<file path="config.mk">
export PLATFORM = sky130hd
export DESIGN_NAME = dlo_top
export DESIGN_NICKNAME = d
export VERILOG_FILES = /design/src/pkg/dlo_pkg.sv /design/src/pkg/dlo_boc_if.sv /design/src/hdl/dlo_top.sv /design/src/hdl/dlo_boc.sv
export SDC_FILE = /design/constraint.sdc
export NUM_CORES = 1
export LEC_CHECK = 0
export BUFFER_PORTS_ARGS = -buffer_cell sky130_fd_sc_hd__buf_2
export CAP_MARGIN = 0
export CORE_UTILIZATION = 35
export CTS_CLUSTER_DIAMETER = 200
export CTS_CLUSTER_SIZE = 30
export DETAILED_ROUTE_END_ITERATION = 10
export PLACE_DENSITY = 0.59
export SLEW_MARGIN = 25
export SYNTH_ARGS = -nofsm -noshare
export SYNTH_HDL_FRONTEND = slang
export SYNTH_HIERARCHICAL = 1
export SYNTH_SLANG_ARGS = --single-unit
</file>
<file path="constraint.sdc">
create_clock -name CLK -period 3.3 [get_ports CLK]
set_input_delay 0 -clock CLK [delete_from_list [all_inputs] [get_ports CLK]]
set_output_delay 0 -clock CLK [all_outputs]
set_load 0.02 [all_outputs]
</file>
<file path="src/pkg/dlo_pkg.sv">
// Shared constants and types for the data-link overhead access block
package dlo_pkg;
  localparam int DW = 8;
  localparam int AW = 12;
  localparam int LW = 9;
  // Local register offsets inside one framer window
  localparam logic [8:0] OFF_BOC_CTL = 9'h015;
  localparam logic [8:0] OFF_RX_DL   = 9'h062;
  localparam logic [8:0] OFF_CODE    = 9'h063;
  localparam logic [8:0] OFF_RAF     = 9'h064;
  localparam logic [8:0] OFF_RNAF    = 9'h065;
  localparam logic [8:0] OFF_SI_AF   = 9'h066;
  localparam logic [8:0] OFF_SI_NAF  = 9'h067;
  localparam logic [8:0] OFF_SA4     = 9'h069;
  localparam logic [8:0] OFF_SA5     = 9'h06A;
  localparam logic [8:0] OFF_SA6     = 9'h06B;
  localparam logic [8:0] OFF_SA7     = 9'h06C;
  localparam logic [8:0] OFF_SA8     = 9'h06D;
  localparam logic [8:0] OFF_RX_LATCHED_STATUS_TWO    = 9'h091;
  localparam logic [8:0] OFF_RX_LATCHED_STATUS_SEVEN    = 9'h096;
  localparam logic [8:0] OFF_RIM2    = 9'h0A1;
  localparam logic [8:0] OFF_RX_INTERRUPT_MASK_SEVEN    = 9'h0A6;
  localparam logic [8:0] OFF_TSA_CTL = 9'h114;
  localparam logic [8:0] OFF_TX_DL   = 9'h162;
  localparam logic [8:0] OFF_TAF     = 9'h164;
  localparam logic [8:0] OFF_TNAF    = 9'h165;
  localparam logic [8:0] OFF_TSI_AF  = 9'h166;
  localparam logic [8:0] OFF_TSI_NAF = 9'h167;
  localparam logic [8:0] OFF_TSA4    = 9'h169;
  localparam logic [8:0] OFF_TSA5    = 9'h16A;
  localparam logic [8:0] OFF_TSA6    = 9'h16B;
  localparam logic [8:0] OFF_TSA7    = 9'h16C;
  localparam logic [8:0] OFF_TSA8    = 9'h16D;
  localparam logic [8:0] OFF_TCR2    = 9'h182;
  localparam logic [8:0] OFF_TX_LATCHED_STATUS_TWO    = 9'h191;
  localparam logic [8:0] OFF_TX_INTERRUPT_MASK_TWO    = 9'h1A1;
  // Field positions
  localparam int B_DET     = 0;
  localparam int B_CLR     = 1;
  localparam int B_RXFULL  = 2;
  localparam int B_AF      = 0;
  localparam int B_MF      = 1;
  localparam int B_TXEMPTY = 4;
  localparam int B_SRC     = 7;
  localparam int FILT_LSB  = 0;
  localparam int DIS_LSB   = 2;
  // Reset values
  localparam logic [7:0] RST_REG = 8'h00;
  localparam logic [3:0] RST_CNT = 4'h0;
  // Bit counts per buffer pass, code framing, filter and disintegration repetition counts
  localparam logic [3:0] DL_BITS_ESF = 4'h8;
  localparam logic [3:0] DL_BITS_D4  = 4'h6;
  localparam logic [7:0] BOC_FLAG    = 8'hFF;
  localparam logic [3:0] FILT_REP [4] = '{4'h1, 4'h3, 4'h5, 4'h7};
  localparam logic [3:0] DIS_REP  [4] = '{4'h1, 4'h2, 4'h4, 4'h8};
  typedef enum logic [1:0] {
    TX_IDLE = 2'b01,
    TX_SEND = 2'b10
  } dlo_tx_st_t;
endpackage : dlo_pkg

</file>
<file path="src/pkg/dlo_boc_if.sv">
// Link between the register core and the bit-oriented code detector
`timescale 1ns/1ps
`default_nettype none
interface dlo_boc_if;
  logic       en;
  logic       stb;
  logic       dbit;
  logic [1:0] filt;
  logic [1:0] dis;
  logic [5:0] code;
  logic       det;
  logic       clr;
  modport core (output en, stb, dbit, filt, dis, input code, det, clr);
  modport boc  (input en, stb, dbit, filt, dis, output code, det, clr);
endinterface : dlo_boc_if
`default_nettype wire

</file>
<file path="src/hdl/dlo_top.sv">
// Data-link overhead access: code detector, FDL buffers, E1 Sa/Si capture
`timescale 1ns/1ps
`default_nettype none
module dlo_top #(
  parameter int FRAMER = 1
) (
  input  wire logic                    CLK,
  input  wire logic                    NRST,
  input  wire logic [dlo_pkg::AW-1:0]  ADDR,
  input  wire logic [dlo_pkg::DW-1:0]  WR_DATA,
  input  wire logic                    WR,
  input  wire logic                    RD,
  output logic      [dlo_pkg::DW-1:0]  RD_DATA,
  output logic                         INT_N,
  input  wire logic                    T1_MODE,
  input  wire logic                    ESF_MODE,
  input  wire logic                    RX_DL_STB,
  input  wire logic                    RX_DL_BIT,
  input  wire logic                    RX_MF_STB,
  input  wire logic                    TX_DL_REQ,
  output logic                         TX_DL_BIT,
  output logic                         TX_DL_EN,
  input  wire logic                    E1_AF_STB,
  input  wire logic [dlo_pkg::DW-1:0]  E1_AF_IN,
  input  wire logic [dlo_pkg::DW-1:0]  E1_NAF_IN,
  input  wire logic                    E1_MF_STB,
  input  wire logic [7*dlo_pkg::DW-1:0] E1_MF_IN
);
  import dlo_pkg::*;

  typedef struct packed {
    logic [7:0]      ctl;
    logic [7:0]      rxdl;
    logic [7:0]      rxsh;
    logic [3:0]      rxcnt;
    logic [7:0]      raf;
    logic [7:0]      rnaf;
    logic [6:0][7:0] e1mf;
    logic [1:0]      rx_latched_status_two;
    logic [2:0]      rx_latched_status_seven;
    logic [7:0]      rim2;
    logic [7:0]      rx_interrupt_mask_seven;
    logic [9:0][7:0] e1tx;
    logic [7:0]      txdl;
    logic [7:0]      tcr2;
    logic            tx_latched_status_two;
    logic [7:0]      tx_interrupt_mask_two;
    logic [7:0]      txsh;
    logic [3:0]      txcnt;
    dlo_tx_st_t      txst;
    logic            txbit;
    logic            txen;
    logic [7:0]      rdata;
    logic            int_n;
  } dlo_st_t;

  dlo_st_t s;
  dlo_st_t next_s;

  logic       hit;
  logic [8:0] loc;
  logic       esf;
  logic       d4;
  logic       src_buf;
  logic [3:0] tx_len;
  logic [3:0] ti;

  dlo_boc_if bi ();

  // Transmit E1 register slot, 4'hF when the offset is none of them
  function automatic logic [3:0] tx_idx(input logic [8:0] a);
    case (a)
      OFF_TSA_CTL: tx_idx = 4'h0;
      OFF_TAF:     tx_idx = 4'h1;
      OFF_TNAF:    tx_idx = 4'h2;
      OFF_TSI_AF:  tx_idx = 4'h3;
      OFF_TSI_NAF: tx_idx = 4'h4;
      OFF_TSA4:    tx_idx = 4'h5;
      OFF_TSA5:    tx_idx = 4'h6;
      OFF_TSA6:    tx_idx = 4'h7;
      OFF_TSA7:    tx_idx = 4'h8;
      OFF_TSA8:    tx_idx = 4'h9;
      default:     tx_idx = 4'hF;
    endcase
  endfunction : tx_idx

  // Framer window decode
  assign hit = (ADDR[11:9] == 3'(FRAMER - 1));
  assign loc = ADDR[8:0];
  assign ti  = tx_idx(loc);

  // Framing mode decode
  assign esf     = T1_MODE && ESF_MODE;
  assign d4      = T1_MODE && !ESF_MODE;
  assign src_buf = T1_MODE && !s.tcr2[B_SRC];
  // D4 stops after six bits so the top two are never sent
  assign tx_len  = d4 ? DL_BITS_D4 : DL_BITS_ESF;

  // Detector hookup; it sees only ESF data link bits
  assign bi.en   = esf;
  assign bi.stb  = RX_DL_STB;
  assign bi.dbit = RX_DL_BIT;
  assign bi.filt = s.ctl[FILT_LSB +: 2];
  assign bi.dis  = s.ctl[DIS_LSB +: 2];

  dlo_boc u_boc (
    .clk  (CLK),
    .nrst (NRST),
    .b    (bi)
  );

  // Whole next state: host writes first, then hardware sets win
  always_comb begin
    next_s       = s;
    next_s.rdata = RST_REG;

    // Host writes; latched flags clear only where a one is written
    if (WR && hit) begin
      case (loc)
        OFF_BOC_CTL: next_s.ctl  = WR_DATA;
        OFF_RIM2:    next_s.rim2 = WR_DATA;
        OFF_RX_INTERRUPT_MASK_SEVEN:    next_s.rx_interrupt_mask_seven = WR_DATA;
        OFF_TX_INTERRUPT_MASK_TWO:    next_s.tx_interrupt_mask_two = WR_DATA;
        OFF_TX_DL:   next_s.txdl = WR_DATA;
        OFF_TCR2:    next_s.tcr2 = WR_DATA;
        OFF_RX_LATCHED_STATUS_TWO:    next_s.rx_latched_status_two = s.rx_latched_status_two & ~WR_DATA[1:0];
        OFF_RX_LATCHED_STATUS_SEVEN:    next_s.rx_latched_status_seven = s.rx_latched_status_seven & ~WR_DATA[2:0];
        OFF_TX_LATCHED_STATUS_TWO:    next_s.tx_latched_status_two = s.tx_latched_status_two & ~WR_DATA[B_TXEMPTY];
        default: begin
          if (ti != 4'hF) begin
            next_s.e1tx[ti] = WR_DATA;
          end
        end
      endcase
    end

    // Host reads, answered in the next cycle only
    if (RD && hit) begin
      case (loc)
        OFF_BOC_CTL: next_s.rdata = s.ctl;
        OFF_RX_DL:   next_s.rdata = s.rxdl;
        OFF_CODE:    next_s.rdata = {2'h0, bi.code};
        OFF_RAF:     next_s.rdata = s.raf;
        OFF_RNAF:    next_s.rdata = s.rnaf;
        OFF_SI_AF:   next_s.rdata = s.e1mf[0];
        OFF_SI_NAF:  next_s.rdata = s.e1mf[1];
        OFF_SA4:     next_s.rdata = s.e1mf[2];
        OFF_SA5:     next_s.rdata = s.e1mf[3];
        OFF_SA6:     next_s.rdata = s.e1mf[4];
        OFF_SA7:     next_s.rdata = s.e1mf[5];
        OFF_SA8:     next_s.rdata = s.e1mf[6];
        OFF_RX_LATCHED_STATUS_TWO:    next_s.rdata = {6'h00, s.rx_latched_status_two};
        OFF_RX_LATCHED_STATUS_SEVEN:    next_s.rdata = {5'h00, s.rx_latched_status_seven};
        OFF_RIM2:    next_s.rdata = s.rim2;
        OFF_RX_INTERRUPT_MASK_SEVEN:    next_s.rdata = s.rx_interrupt_mask_seven;
        OFF_TX_DL:   next_s.rdata = s.txdl;
        OFF_TCR2:    next_s.rdata = s.tcr2;
        OFF_TX_LATCHED_STATUS_TWO:    next_s.rdata = {3'h0, s.tx_latched_status_two, 4'h0};
        OFF_TX_INTERRUPT_MASK_TWO:    next_s.rdata = s.tx_interrupt_mask_two;
        default: begin
          if (ti != 4'hF) begin
            next_s.rdata = s.e1tx[ti];
          end
        end
      endcase
    end

    // Code detector events
    if (bi.det) begin
      next_s.rx_latched_status_seven[B_DET] = 1'b1;
    end
    if (bi.clr) begin
      next_s.rx_latched_status_seven[B_CLR] = 1'b1;
    end

    // Receive data link buffer; no destuffing, old byte overwritten
    if (T1_MODE && RX_DL_STB) begin
      next_s.rxsh  = {RX_DL_BIT, s.rxsh[7:1]};
      next_s.rxcnt = (s.rxcnt == 4'hF) ? s.rxcnt : s.rxcnt + 4'h1;
      if (esf && s.rxcnt == DL_BITS_ESF - 4'h1) begin
        next_s.rxdl  = next_s.rxsh;
        next_s.rxcnt = RST_CNT;
        next_s.rx_latched_status_seven[B_RXFULL] = 1'b1;
      end
    end
    // D4 keeps the six Fs bits of one multiframe, first one in bit 0
    if (d4 && RX_MF_STB) begin
      next_s.rxdl  = {2'h0, next_s.rxsh[7:2]};
      next_s.rxcnt = RST_CNT;
      next_s.rx_latched_status_seven[B_RXFULL] = 1'b1;
    end

    // E1 double-frame capture
    if (!T1_MODE && E1_AF_STB) begin
      next_s.raf        = E1_AF_IN;
      next_s.rnaf       = E1_NAF_IN;
      next_s.rx_latched_status_two[B_AF] = 1'b1;
    end
    // E1 CRC-4 multiframe capture, all seven bytes together
    if (!T1_MODE && E1_MF_STB) begin
      next_s.e1mf       = E1_MF_IN;
      next_s.rx_latched_status_two[B_MF] = 1'b1;
    end

    // Transmit serializer; plain bits, no zero stuffing inserted
    unique case (s.txst)
      TX_IDLE: begin
        next_s.txen = 1'b0;
        if (src_buf) begin
          next_s.txsh  = s.txdl;
          next_s.txcnt = RST_CNT;
          next_s.txst  = TX_SEND;
        end
      end
      TX_SEND: begin
        next_s.txen = 1'b1;
        if (!src_buf) begin
          next_s.txst = TX_IDLE;
          next_s.txen = 1'b0;
        end else if (TX_DL_REQ) begin
          next_s.txbit = s.txsh[0];
          next_s.txsh  = {1'b0, s.txsh[7:1]};
          next_s.txcnt = s.txcnt + 4'h1;
          if (s.txcnt == tx_len - 4'h1) begin
            // Reload takes whatever the host left, old or new
            next_s.txsh  = s.txdl;
            next_s.txcnt = RST_CNT;
            next_s.tx_latched_status_two  = 1'b1;
          end
        end
      end
    endcase

    // Interrupt from pending unmasked flags of this framer
    next_s.int_n = !(|(next_s.rx_latched_status_seven & s.rx_interrupt_mask_seven[2:0]) ||
                     |(next_s.rx_latched_status_two & s.rim2[1:0]) ||
                     (next_s.tx_latched_status_two && s.tx_interrupt_mask_two[B_TXEMPTY]));
  end

  // State register, one process for all framer state outside the code detector
  always_ff @(posedge CLK) begin
    if (!NRST) begin
      s       <= '0;
      s.txst  <= TX_IDLE;
      s.int_n <= 1'b1;
    end else begin
      s <= next_s;
    end
  end

  // Outputs straight from the state flops
  assign RD_DATA   = s.rdata;
  assign INT_N     = s.int_n;
  assign TX_DL_BIT = s.txbit;
  assign TX_DL_EN  = s.txen;
endmodule : dlo_top
`default_nettype wire

</file>
<file path="src/hdl/dlo_boc.sv">
// Receive bit-oriented code detector with filter and disintegration
`timescale 1ns/1ps
`default_nettype none
module dlo_boc (
  input wire logic clk,
  input wire logic nrst,
  dlo_boc_if.boc   b
);
  import dlo_pkg::*;

  typedef struct packed {
    logic [15:0] sr;
    logic [5:0]  cand;
    logic [3:0]  rep;
    logic [5:0]  rcode;
    logic        active;
    logic [8:0]  miss;
    logic        det;
    logic        clr;
  } dlo_boc_st_t;

  dlo_boc_st_t s;
  dlo_boc_st_t next_s;

  // Pattern 0xxxxxx0 followed by eight ones, newest bit at sr[0]
  function automatic logic boc_match(input logic [15:0] v);
    boc_match = (v[7:0] == BOC_FLAG) && !v[8] && !v[15];
  endfunction : boc_match

  assign b.code = s.rcode;
  assign b.det  = s.det;
  assign b.clr  = s.clr;

  // Detector state update, idle outside T1 ESF
  always_comb begin
    next_s     = s;
    next_s.det = 1'b0;
    next_s.clr = 1'b0;
    if (!b.en) begin
      next_s = '0;
    end else if (b.stb) begin
      next_s.sr = {s.sr[14:0], b.dbit};
      if (boc_match(next_s.sr)) begin
        next_s.miss = 9'h000;
        if (next_s.sr[14:9] == s.cand && s.rep != 4'h0) begin
          next_s.rep = (s.rep == 4'hF) ? s.rep : s.rep + 4'h1;
        end else begin
          next_s.cand = next_s.sr[14:9];
          next_s.rep  = 4'h1;
        end
        // Same code while active stays silent after a host clear
        if (next_s.rep >= FILT_REP[b.filt] &&
            (!s.active || next_s.cand != s.rcode)) begin
          next_s.det    = 1'b1;
          next_s.rcode  = next_s.cand;
          next_s.active = 1'b1;
        end
      end else begin
        next_s.miss = (s.miss == 9'h1FF) ? s.miss : s.miss + 9'h001;
        if (s.active && next_s.miss >= {1'b0, DIS_REP[b.dis], 4'h0}) begin
          next_s.clr    = 1'b1;
          next_s.active = 1'b0;
          next_s.rep    = 4'h0;
        end
      end
    end
  end

  // State register
  always_ff @(posedge clk) begin
    if (!nrst) begin
      s <= '0;
    end else begin
      s <= next_s;
    end
  end
endmodule : dlo_boc
`default_nettype wire

</file>
# Yosys cells after proc, flatten, opt, wreduce, memory -nomap -nowiden
# Cells that the tools add are included.
[word_totals]
ff_bits = 294
in_bits = 104
out_inout_bits = 11
elab_cells = 244
[classes]
add_sub_neg = 5
n_lt_le_gt_ge = 6
eq_ne = 47
mux = 67
bitwise = 14
reduce_logical = 57
[op_table]
columns = ["operator", "n"]
rows = [
  ["$mux 80", 2],
  ["$pmux 8 s20", 1],
  ["$eq 9x9->1 const B", 15],
  ["$mux 126", 1],
  ["$eq 9x7->1 const B", 11],
  ["$bwmux 80", 1],
  ["$mux 8", 8],
  ["$mux 4", 14],
  ["$pmux 4 s10", 1],
  ["$eq 9x8->1 const B", 4],
  ["$mux 12", 3],
  ["$mux 6", 6],
  ["$bmux 8 s4", 1],
  ["$demux 8 s4", 1],
  ["$pmux 14 s2", 1],
  ["$reduce_and 2->1", 14],
  ["$mux 18", 1],
  ["$logic_and 1x1->1", 17],
  ["$mux 1", 17],
  ["$bmux 4 s2", 2],
  ["$reduce_and 3->1", 5],
  ["$mux 14", 1],
  ["$add 4x1->4 const B", 3],
  ["$mux 10", 1],
  ["40 further kinds", 65],
]

# Longest topological paths before layout
# Gate-level depths: netlist of run 1.
[depth]
depth_word = 18
mapped_depth = 13
ltp_nobuf = 12

# Hierarchy
# The synthesis of run 1 kept the hierarchy.
[modules_own_cells]
columns = ["module", "n_inst", "cells_each", "area_per_inst_um2", "seq_area_each_um2"]
rows = [
  ["dlo_top", 1, 1375, 11971.5, 5004.8],
  ["dlo_boc", 1, 271, 2321.0, 860.8],
]

# Least setup slack after synthesis of run 1
# No wires, ideal clock.
[synth_timing]
path_kind = "reg2reg"
from = "register u_boc/s[2] (netlist name)"
to = "register u_boc/s[19] (netlist name)"
setup_time_ps = 58
arrival_ps = 2495
t_required_ps = 3242
path_slack_ps = 746
path_stages_with_launch = 14
path_buffers = 1
synth_period_minus_slack_ps = 2554
path_cell_list = "dfxtp_1 -> ha_1 -> and3_1 -> buf_2 -> nand3_2 -> nand4_1 -> xnor2_1 -> ha_1 -> nor2b_1 -> o21a_1 -> o21ai_0 -> o311a_1 -> o21bai_2 -> a2bb2o_1"
[synth_between]
elab_chain_cells = 6
elab_cells_between_ends = 7
classes_between = "add/sub (1); order compare (1); eq/ne (1); mux (1); reduce/logical (3)"
[synth_lines]
columns = ["element", "line_no", "text"]
rows = [
  ["from (decl)", "dlo_boc.sv:22", "dlo_boc_st_t s;"],
  ["from (signal assigned)", "dlo_boc.sv:74", "s <= next_s;"],
  ["$add 9x1->9 / $eq 9x9->1 (equally long branches)", "dlo_boc.sv:59", "next_s.miss = (s.miss == 9'h1FF) ? s.miss : s.miss + 9'h001;"],
  ["$mux 9 *", "dlo_boc.sv:59", ""],
  ["$ge 9x8->1 *", "dlo_boc.sv:60", "if (s.active && next_s.miss >= {1'b0, DIS_REP[b.dis], 4'h0}) begin"],
  ["$logic_and 1x1->1 *", "dlo_boc.sv:60", ""],
  ["$reduce_bool 2->1 (no source line) *", "n/a", ""],
  ["$reduce_and 2->1 (no source line) *", "n/a", ""],
]
# Every way passes the cells marked *; elsewhere a longest branch is shown, timed or not.
# A chain may end at the register's enable or synchronous reset.

# Worst setup path after layout of run 1
[layout_timing]
from = "register u_boc/s[18] (netlist name)"
to = "register u_boc/s[11] (netlist name)"
[layout_between]
elab_chain_cells = 11
elab_cells_between_ends = 19
classes_between = "add/sub (1); order compare (1); eq/ne (3); mux (9); reduce/logical (5)"
[layout_lines]
columns = ["element", "line_no", "text"]
rows = [
  ["branches (longest 8 deep; another with $add 4x1->4)", "n/a", ""],
  ["$logic_and 1x1->1 *", "dlo_boc.sv:52", "if (next_s.rep >= FILT_REP[b.filt] &&"],
  ["$ne 2x2->1 (no source line) *", "n/a", ""],
  ["$reduce_and 3->1 (no source line) *", "n/a", ""],
]
# Every way passes the cells marked *. The select of a mux whose other input is x is not followed.

==> results of run 1 <==
-- power by group --
part	total, W	switching, W	internal, W
clock network	0.00189	0.00116	0.000733
registers	0.00364	0.0000414	0.00359
logic	0.000566	0.000321	0.000245
-- path summary, 6_finish.rpt --
kind	startpoint	to	slack [ns]	cells past startpoint
setup / recovery	u_boc/s[18]	u_boc/s[11]	0.35	11
hold / removal	RD	RD_DATA[7]	0.04	3
setup reg to reg	u_boc/s[18]	u_boc/s[11]	0.35	11
hold reg to reg	flop	flop	0.47	2
-- cells in the final DEF (no fill, tap or decap), drive strengths merged, types with 9 or more instances in the layout --
cell type | netlist | layout
nand2 | 305 | 305
dfxtp | 293 | 293
buf | 49 | 153
a21boi | 131 | 131
mux2i | 123 | 123
nor2b | 94 | 94
dlygate4sd3 | 0 | 84
nand3 | 80 | 80
nor2 | 67 | 67
a21oi | 39 | 39
nor3 | 35 | 35
o21ai | 29 | 29
inv | 21 | 23
o22ai | 22 | 22
and2 | 19 | 19
a22oi | 18 | 18
a221oi | 16 | 16
nand2b | 16 | 16
and3 | 14 | 14
nand4 | 14 | 14
a22o | 14 | 14
clkbuf | 84 | 13
xor2 | 12 | 12
ha | 11 | 11
a32oi | 9 | 9
nor4 | 9 | 9
-- layer usage --
metal / routed length, microns / part of all wire
met5: 0 / 0
met2: 20300 / 0.47
met3: 2150 / 0.050
met1: 19700 / 0.46
met4: 1060 / 0.024
-- through the flow --
stage                     cell area [sq um]  power [W]  hold slack, ns
after global routing                  16400    0.00632          0.0298
after floorplan                       14300    0.00400           0.145
final                                 16400    0.00609          0.0432
after CTS                             16400    0.00614         0.00851
after global placement                15200    0.00419           0.253
after detailed placement              15200    0.00420           0.262
-- cell families (layout without fill, tap and decap cells) --
group | Yosys count | count (layout) | share of synthesized area
buf+inv | 154 | 273 | 0.0495
mux | 129 | 129 | 0.0909
flops | 293 | 293 | 0.410
other cells | 0 | 1 | 0
simple gates | 691 | 691 | 0.245
fa+ha+maj | 11 | 11 | 0.00963
compound gates | 349 | 349 | 0.183
xor+xnor | 19 | 19 | 0.0116
-- timing repair --
item	4_1_cts	5_1_grt
setup buffers	0	0
hold buffers	84	0
hold endpoints to repair	126	0
-- worst min-delay path: cells and delay by family --
| kind | cells | cell delay, ns |
|---|---|---|
| simple gates | 1 | 0.21 |
| buf+inv | 1 | 0.13 |
| compound gates | 1 | 0.14 |
-- area by class of cell --
| class | count | area [sq um] |
|---|---|---|
| sequential | 293 | 5870 |
| multi-input combinational | 1199 | 7740 |
| inverter | 21 | 78.8 |
| timing repair buffer | 237 | 1730 |
| clock buffer | 13 | 325 |
| fill | 4035 | 23600 |
| clock inverter | 2 | 17.5 |
| antenna | 1 | 2.50 |
| tap | 525 | 657 |
==> metrics.txt, run 1 <==
slew margin rel.=0.404; sequential cell area fraction in the yosys report=0.410; DRT iter0 DRCs=1129; gr busiest metal=met2; Post-synth top flop=dfxtp_1; CTS tree=built; post-synth net total=1761; CTS H-tree depth=1; vias after detailed routing=12200; CTS Sinks=293; largest net degree at the start of global routing=78; crit path kind=flop to flop; fin util=0.410; gr usage total=0.204; M2 GR Usage=0.338; die area=41600 sq um; Hold Crit Class=primary input to flop; synthesized flop and latch total=293; GRT met1 Usage=0.283; Critical Path RT=3.75 ns; critical path's top delay family=compound AO/OA/AOI/OAI gates; drt total wl=43300 microns; Post-Synthesis Cell Area=14300 sq um; Avg WL per Cell=18.9 microns; Final #Nets=1880; placed wire-length estimate=30600 microns; largest cells by area after synthesis=dfxtp_1 (41%), mux2i_1 (8.6%), nand2_1 (7.9%), a21boi_0 (6.3%), nor2b_1 (4.1%); Die Span X=204 microns; Post-route DRC=0; Clock Latency Late Sink=0.52 ns; total gr overflow=0; GP Congestion=0.928; Fmax=339 MHz; number of antenna violations at the first check in global routing=0; # port buffers=114; CTS max path bufs=3; clock root buffer=clkbuf_16; top cell type's share of synthesized area=0.410; CP Cell Sequence=inv_1 > ha_1 > a311oi_2 > nand2_1 > nor3_1 > ha_1 > o21ai_0 > a41o_1 > a311oi_4 > and2_1 > o21bai_1; M3 GR Usage=0.0233; chip height=204 microns; Pre-Repair DR Iteration Count=7; clock skew=0.0283 ns; period utilisation layout=0.894; Max VDD drop=0.323 mV; minimum clock period=2.95 ns; worst path bufs/invs=1; # IOs=115; Vias/cell=5.33; area growth from synthesis to layout=14.9%; row count=73; final std cells w/o fill=2291; setup_tns=0 ns; CP Launch Type=flop; CP max stage delay=0.57 ns; RSZ-0062 raised after global routing=no; Slew Viols, Final=0; # setup viols final=0; fraction of layout cells with a size suffix above 1=0.120; asr flop ratio synth=0; Core Area=40000 sq um; Crit-path slowest cell=a311oi_4; largest area contributor in the netlist=dfxtp_1; min setup slack post-route=0.351 ns; CTS Buf Count=13; Pleak=6.43 nW; Reg clk slew, reported paths=0.11 ns; max cap viols=0; crit path max fanout=13; synth cell count leaders=nand2_1 (300), dfxtp_1 (293), mux2i_1 (123); Worst Tran Pin Value=0.887 ns; status=completed; Post-Syn Instances=1646; Avg Cell Area, Syn=8.68 sq um; Yosys cell types=91; placed cells=2191; DRT antenna net count=0; Setup WS pre-CTS=0.401 ns; EDFF count, synth=0; Final Hold Viols=0; CTS-repair resized insts=0; Arrival @ worst endpoint=3.40 ns; global-route wire length before repair=67100 microns; vias in the first global route=11500; count leader, synth=nand2_1; P per Cell Area=371 nW/um^2; YS warnings=6; Initial Util=0.357; most common cell type on the critical path=ha_1; CP Capture Type=flop
Power figures use the tool's default switching activity.
==> inputs of run 2 (changes only) <==
--- a/config.mk
+++ b/config.mk
@@ -15,5 +15,4 @@
 export SLEW_MARGIN = 25
 export SYNTH_ARGS = -nofsm -noshare
 export SYNTH_HDL_FRONTEND = slang
-export SYNTH_HIERARCHICAL = 1
 export SYNTH_SLANG_ARGS = --single-unit
==> metrics.txt, run 2 <==
CTS H-tree depth=1 (unchanged); Final Hold Viols=0 (unchanged); worst reg2reg path depth=13 (+2); CTS tree=built; DRT iter0 DRCs=1385 (+23%); count leader, synth=nand2_1; Initial Util=0.355 (-0.00256); slew margin rel.=0.321 (-0.0830); n_diodes=0 (-1); Pre-Repair DR Iteration Count=9 (+2); sequential share of power=0.600 (+0.003); CTS Sinks=293 (unchanged); hold_ws=0.0238 ns (-0.0194 ns); Fill cells=3906 (-3.2%); Pint=0.00453 W (-0.89%); synthesized flop and latch total=293 (unchanged); gr usage total=0.218 (+0.0141); CP Cell Sequence=nand4_1 > nor2_1 > a21oi_1 > nand3_1 > xnor2_1 > ha_1 > nor2b_1 > o21a_1 > o21ai_0 > o211ai_1 > a21o_1 > a21oi_1 > a22o_1; Reg clk slew, reported paths=0.13 ns (+0.02 ns); Post-route DRC=0 (unchanged); Critical Path RT=3.75 ns (about the same); # IOs=115 (unchanged); Core Area=38600 sq um (-3.4%); setup_tns=0 ns (unchanged); post-synth net total=1756 (-0.28%); chip height=200 microns (-2.0%); vias in the first global route=11700 (+2.4%); clock skew=0.0211 ns (-0.00723 ns); top cell type's share of synthesized area=0.428 (+0.0175); P per Cell Area=381 nW/um^2 (+2.7%); die area=40000 sq um (-4.0%); Clock Power Share=0.312 (+0.002); leading cell types in the layout, fill and taps excluded=nand2_1 (300), dfxtp_1 (293), nand3_1 (133); Crit-path slowest cell=dfxtp_1; CP Launch Type=flop; Avg Cell Area, Syn=8.35 sq um (-3.8%); fraction of layout cells with a size suffix above 1=0.118 (-0.00240); CTS max path bufs=3 (unchanged); Clock Latency Late Sink=0.52 ns (about the same); asr flop ratio synth=0 (unchanged); Setup WS pre-CTS=0.258 ns (-0.143 ns); switch share=0.251 (+0.00151); total power=0.00605 W (-0.69%); global-route wire length before repair=68000 microns (+1.3%); status=completed; Fmax=351 MHz (+3.4%); crit path max fanout=8 (-5); total gr overflow=0 (unchanged); DRT antenna net count=0 (unchanged); most common cell type on the critical path=a21oi_1; CP Capture Type=flop; vias after detailed routing=12600 (+3.2%); commonest non-fill, non-tap cell in the layout=nand2_1; Slew Viols, Final=0 (unchanged); Die Span X=200 microns (-2.0%); YS warnings=0 (-6); Post-Syn Instances=1641 (-0.30%); min setup slack post-route=0.447 ns (+0.0961 ns); synth cell count leaders=nand2_1 (300), dfxtp_1 (293), nand3_1 (133); largest cells by area after synthesis=dfxtp_1 (43%), nand2_1 (8.2%), a21boi_0 (6.4%), nand3_1 (4.9%), mux2i_1 (4.2%); CP max stage delay=0.49 ns (-0.08 ns); Hold Crit Class=primary input to flop; Post-synth top flop=dfxtp_1; logic gate share of total power=0.088 (-0.005); Yosys cell types=80 (-12%); period utilisation layout=0.864 (-0.0291); Arrival @ worst endpoint=3.31 ns (-0.09 ns); EDFF count, synth=0 (unchanged); row count=72 (-1.4%); clock root buffer=clkbuf_16; GP Congestion=0.965 (+4.0%); largest area contributor in the netlist=dfxtp_1; Final #Nets=1883 (+0.16%); area growth from synthesis to layout=15.8%; Post-Synthesis Cell Area=13700 sq um (-4.1%); RSZ-0062 raised after global routing=no; crit path kind=flop to flop; largest net degree at the start of global routing=96 (+23%); Vias/cell=5.52 (+3.5%); minimum clock period=2.85 ns (-0.0961 ns); Hold Path Depth=4 (+1); Pleak=5.53 nW (-14%); # setup viols final=0 (unchanged); drt total wl=44300 microns (+2.3%); sequential cell area fraction in the yosys report=0.428 (+0.0175); NetSw=0.00152 W (about the same); max cap viols=0 (unchanged); Max VDD drop=0.284 mV (-12%); number of antenna violations at the first check in global routing=0 (unchanged); Avg WL per Cell=19.4 microns (+2.6%); CTS Buf Count=13 (unchanged); # port buffers=114 (unchanged); Worst Tran Pin Value=0.993 ns (+0.106 ns); placed wire-length estimate=31300 microns (+2.3%)
## run 2: cell types whose count changed after synthesis, moves of 9 or more
cell	delta
and2_1	-9
a21boi_1	-11
a22oi_1	+27
nor2b_1	-53
o21ai_0	+53
o21ai_2	+9
mux2i_1	-65
nor2_1	+41
nand3_1	+60
a221oi_1	-10
a21oi_1	-9
o211ai_1	+13
## run 2: worst paths after layout
check,endpoint,slack (ns),startpoint
worst min register to register,flop,0.47,flop
worst max-delay path,u_boc.s[19],0.45,u_boc.s[5]
worst min-delay path,s[151],0.02,E1_MF_STB
worst max register to register,u_boc.s[19],0.45,u_boc.s[5]
## run 2: logic make-up (layout without fill, tap and decap cells)
| group | count (synthesis) | count (layout) | share of synthesized area |
|---|---|---|---|
| AOI/OAI and AO/OA | 404 | 404 | 0.213 |
| xor gates and xnor gates | 21 | 21 | 0.0134 |
| adders and majority gates | 11 | 11 | 0.0100 |
| buffers and inverters | 143 | 269 | 0.0464 |
| DFF | 293 | 293 | 0.428 |
| muxes | 60 | 60 | 0.0440 |
| and+or+nand+nor | 709 | 709 | 0.245 |
## run 2: critical path: cells and delay by family (launching register included)
kind / cells / cell delay (ns)
flops: 1 / 0.49
xor+xnor: 1 / 0.15
fa+ha+maj: 1 / 0.27
compound gates: 7 / 1.27
simple gates: 4 / 0.63
## run 2: area by class of cell
class / instances / area, sq um / share of cell area
multi-input combinational: 1205 / 7220 / 0.455
sequential: 293 / 5870 / 0.370
timing repair buffer: 241 / 1750 / 0.110
tap: 518 / 648 / 0.0408
clock buffer: 13 / 325 / 0.0205
inverter: 14 / 52.6 / 0.00331
clock inverter: 1 / 8.76 / 0.000552
## run 2: power groups by stage
stage          Clock, W  Combinational (W)  Sequential (W)
2_1_floorplan         0           0.000277         0.00369
3_3_place_gp          0           0.000441         0.00371
3_5_place_dp          0           0.000444         0.00371
4_1_cts         0.00194           0.000525         0.00363
5_1_grt         0.00205           0.000578         0.00363
6_report        0.00189           0.000533         0.00363
## run 2: what timing repair did
| item | in CTS | in global routing |
|---|---|---|
| resized for setup | 0 | 0 |
| hold buffers | 89 | 0 |
| hold endpoints to repair | 176 | 0 |
| setup buffers | 0 | 0 |
## run 2: routing by layer
metal	part of all wire	vias up	GRT usage
met1	0.44	6060	0.301
met5	0	-	0
li1	-	6045	-
met3	0.063	58	0.0230
met4	0.022	0	0.0526
met2	0.47	441	0.364
## run 2: through the flow
stage | utilization | cells | instance area, sq um
2_1_floorplan | - | 1641 | 13700
3_3_place_gp | 0.379 | 2182 | 14600
3_5_place_dp | 0.379 | 2182 | 14600
4_1_cts | 0.411 | 2285 | 15900
5_1_grt | 0.411 | 2285 | 15900
6_report | 0.411 | 2285 | 15900
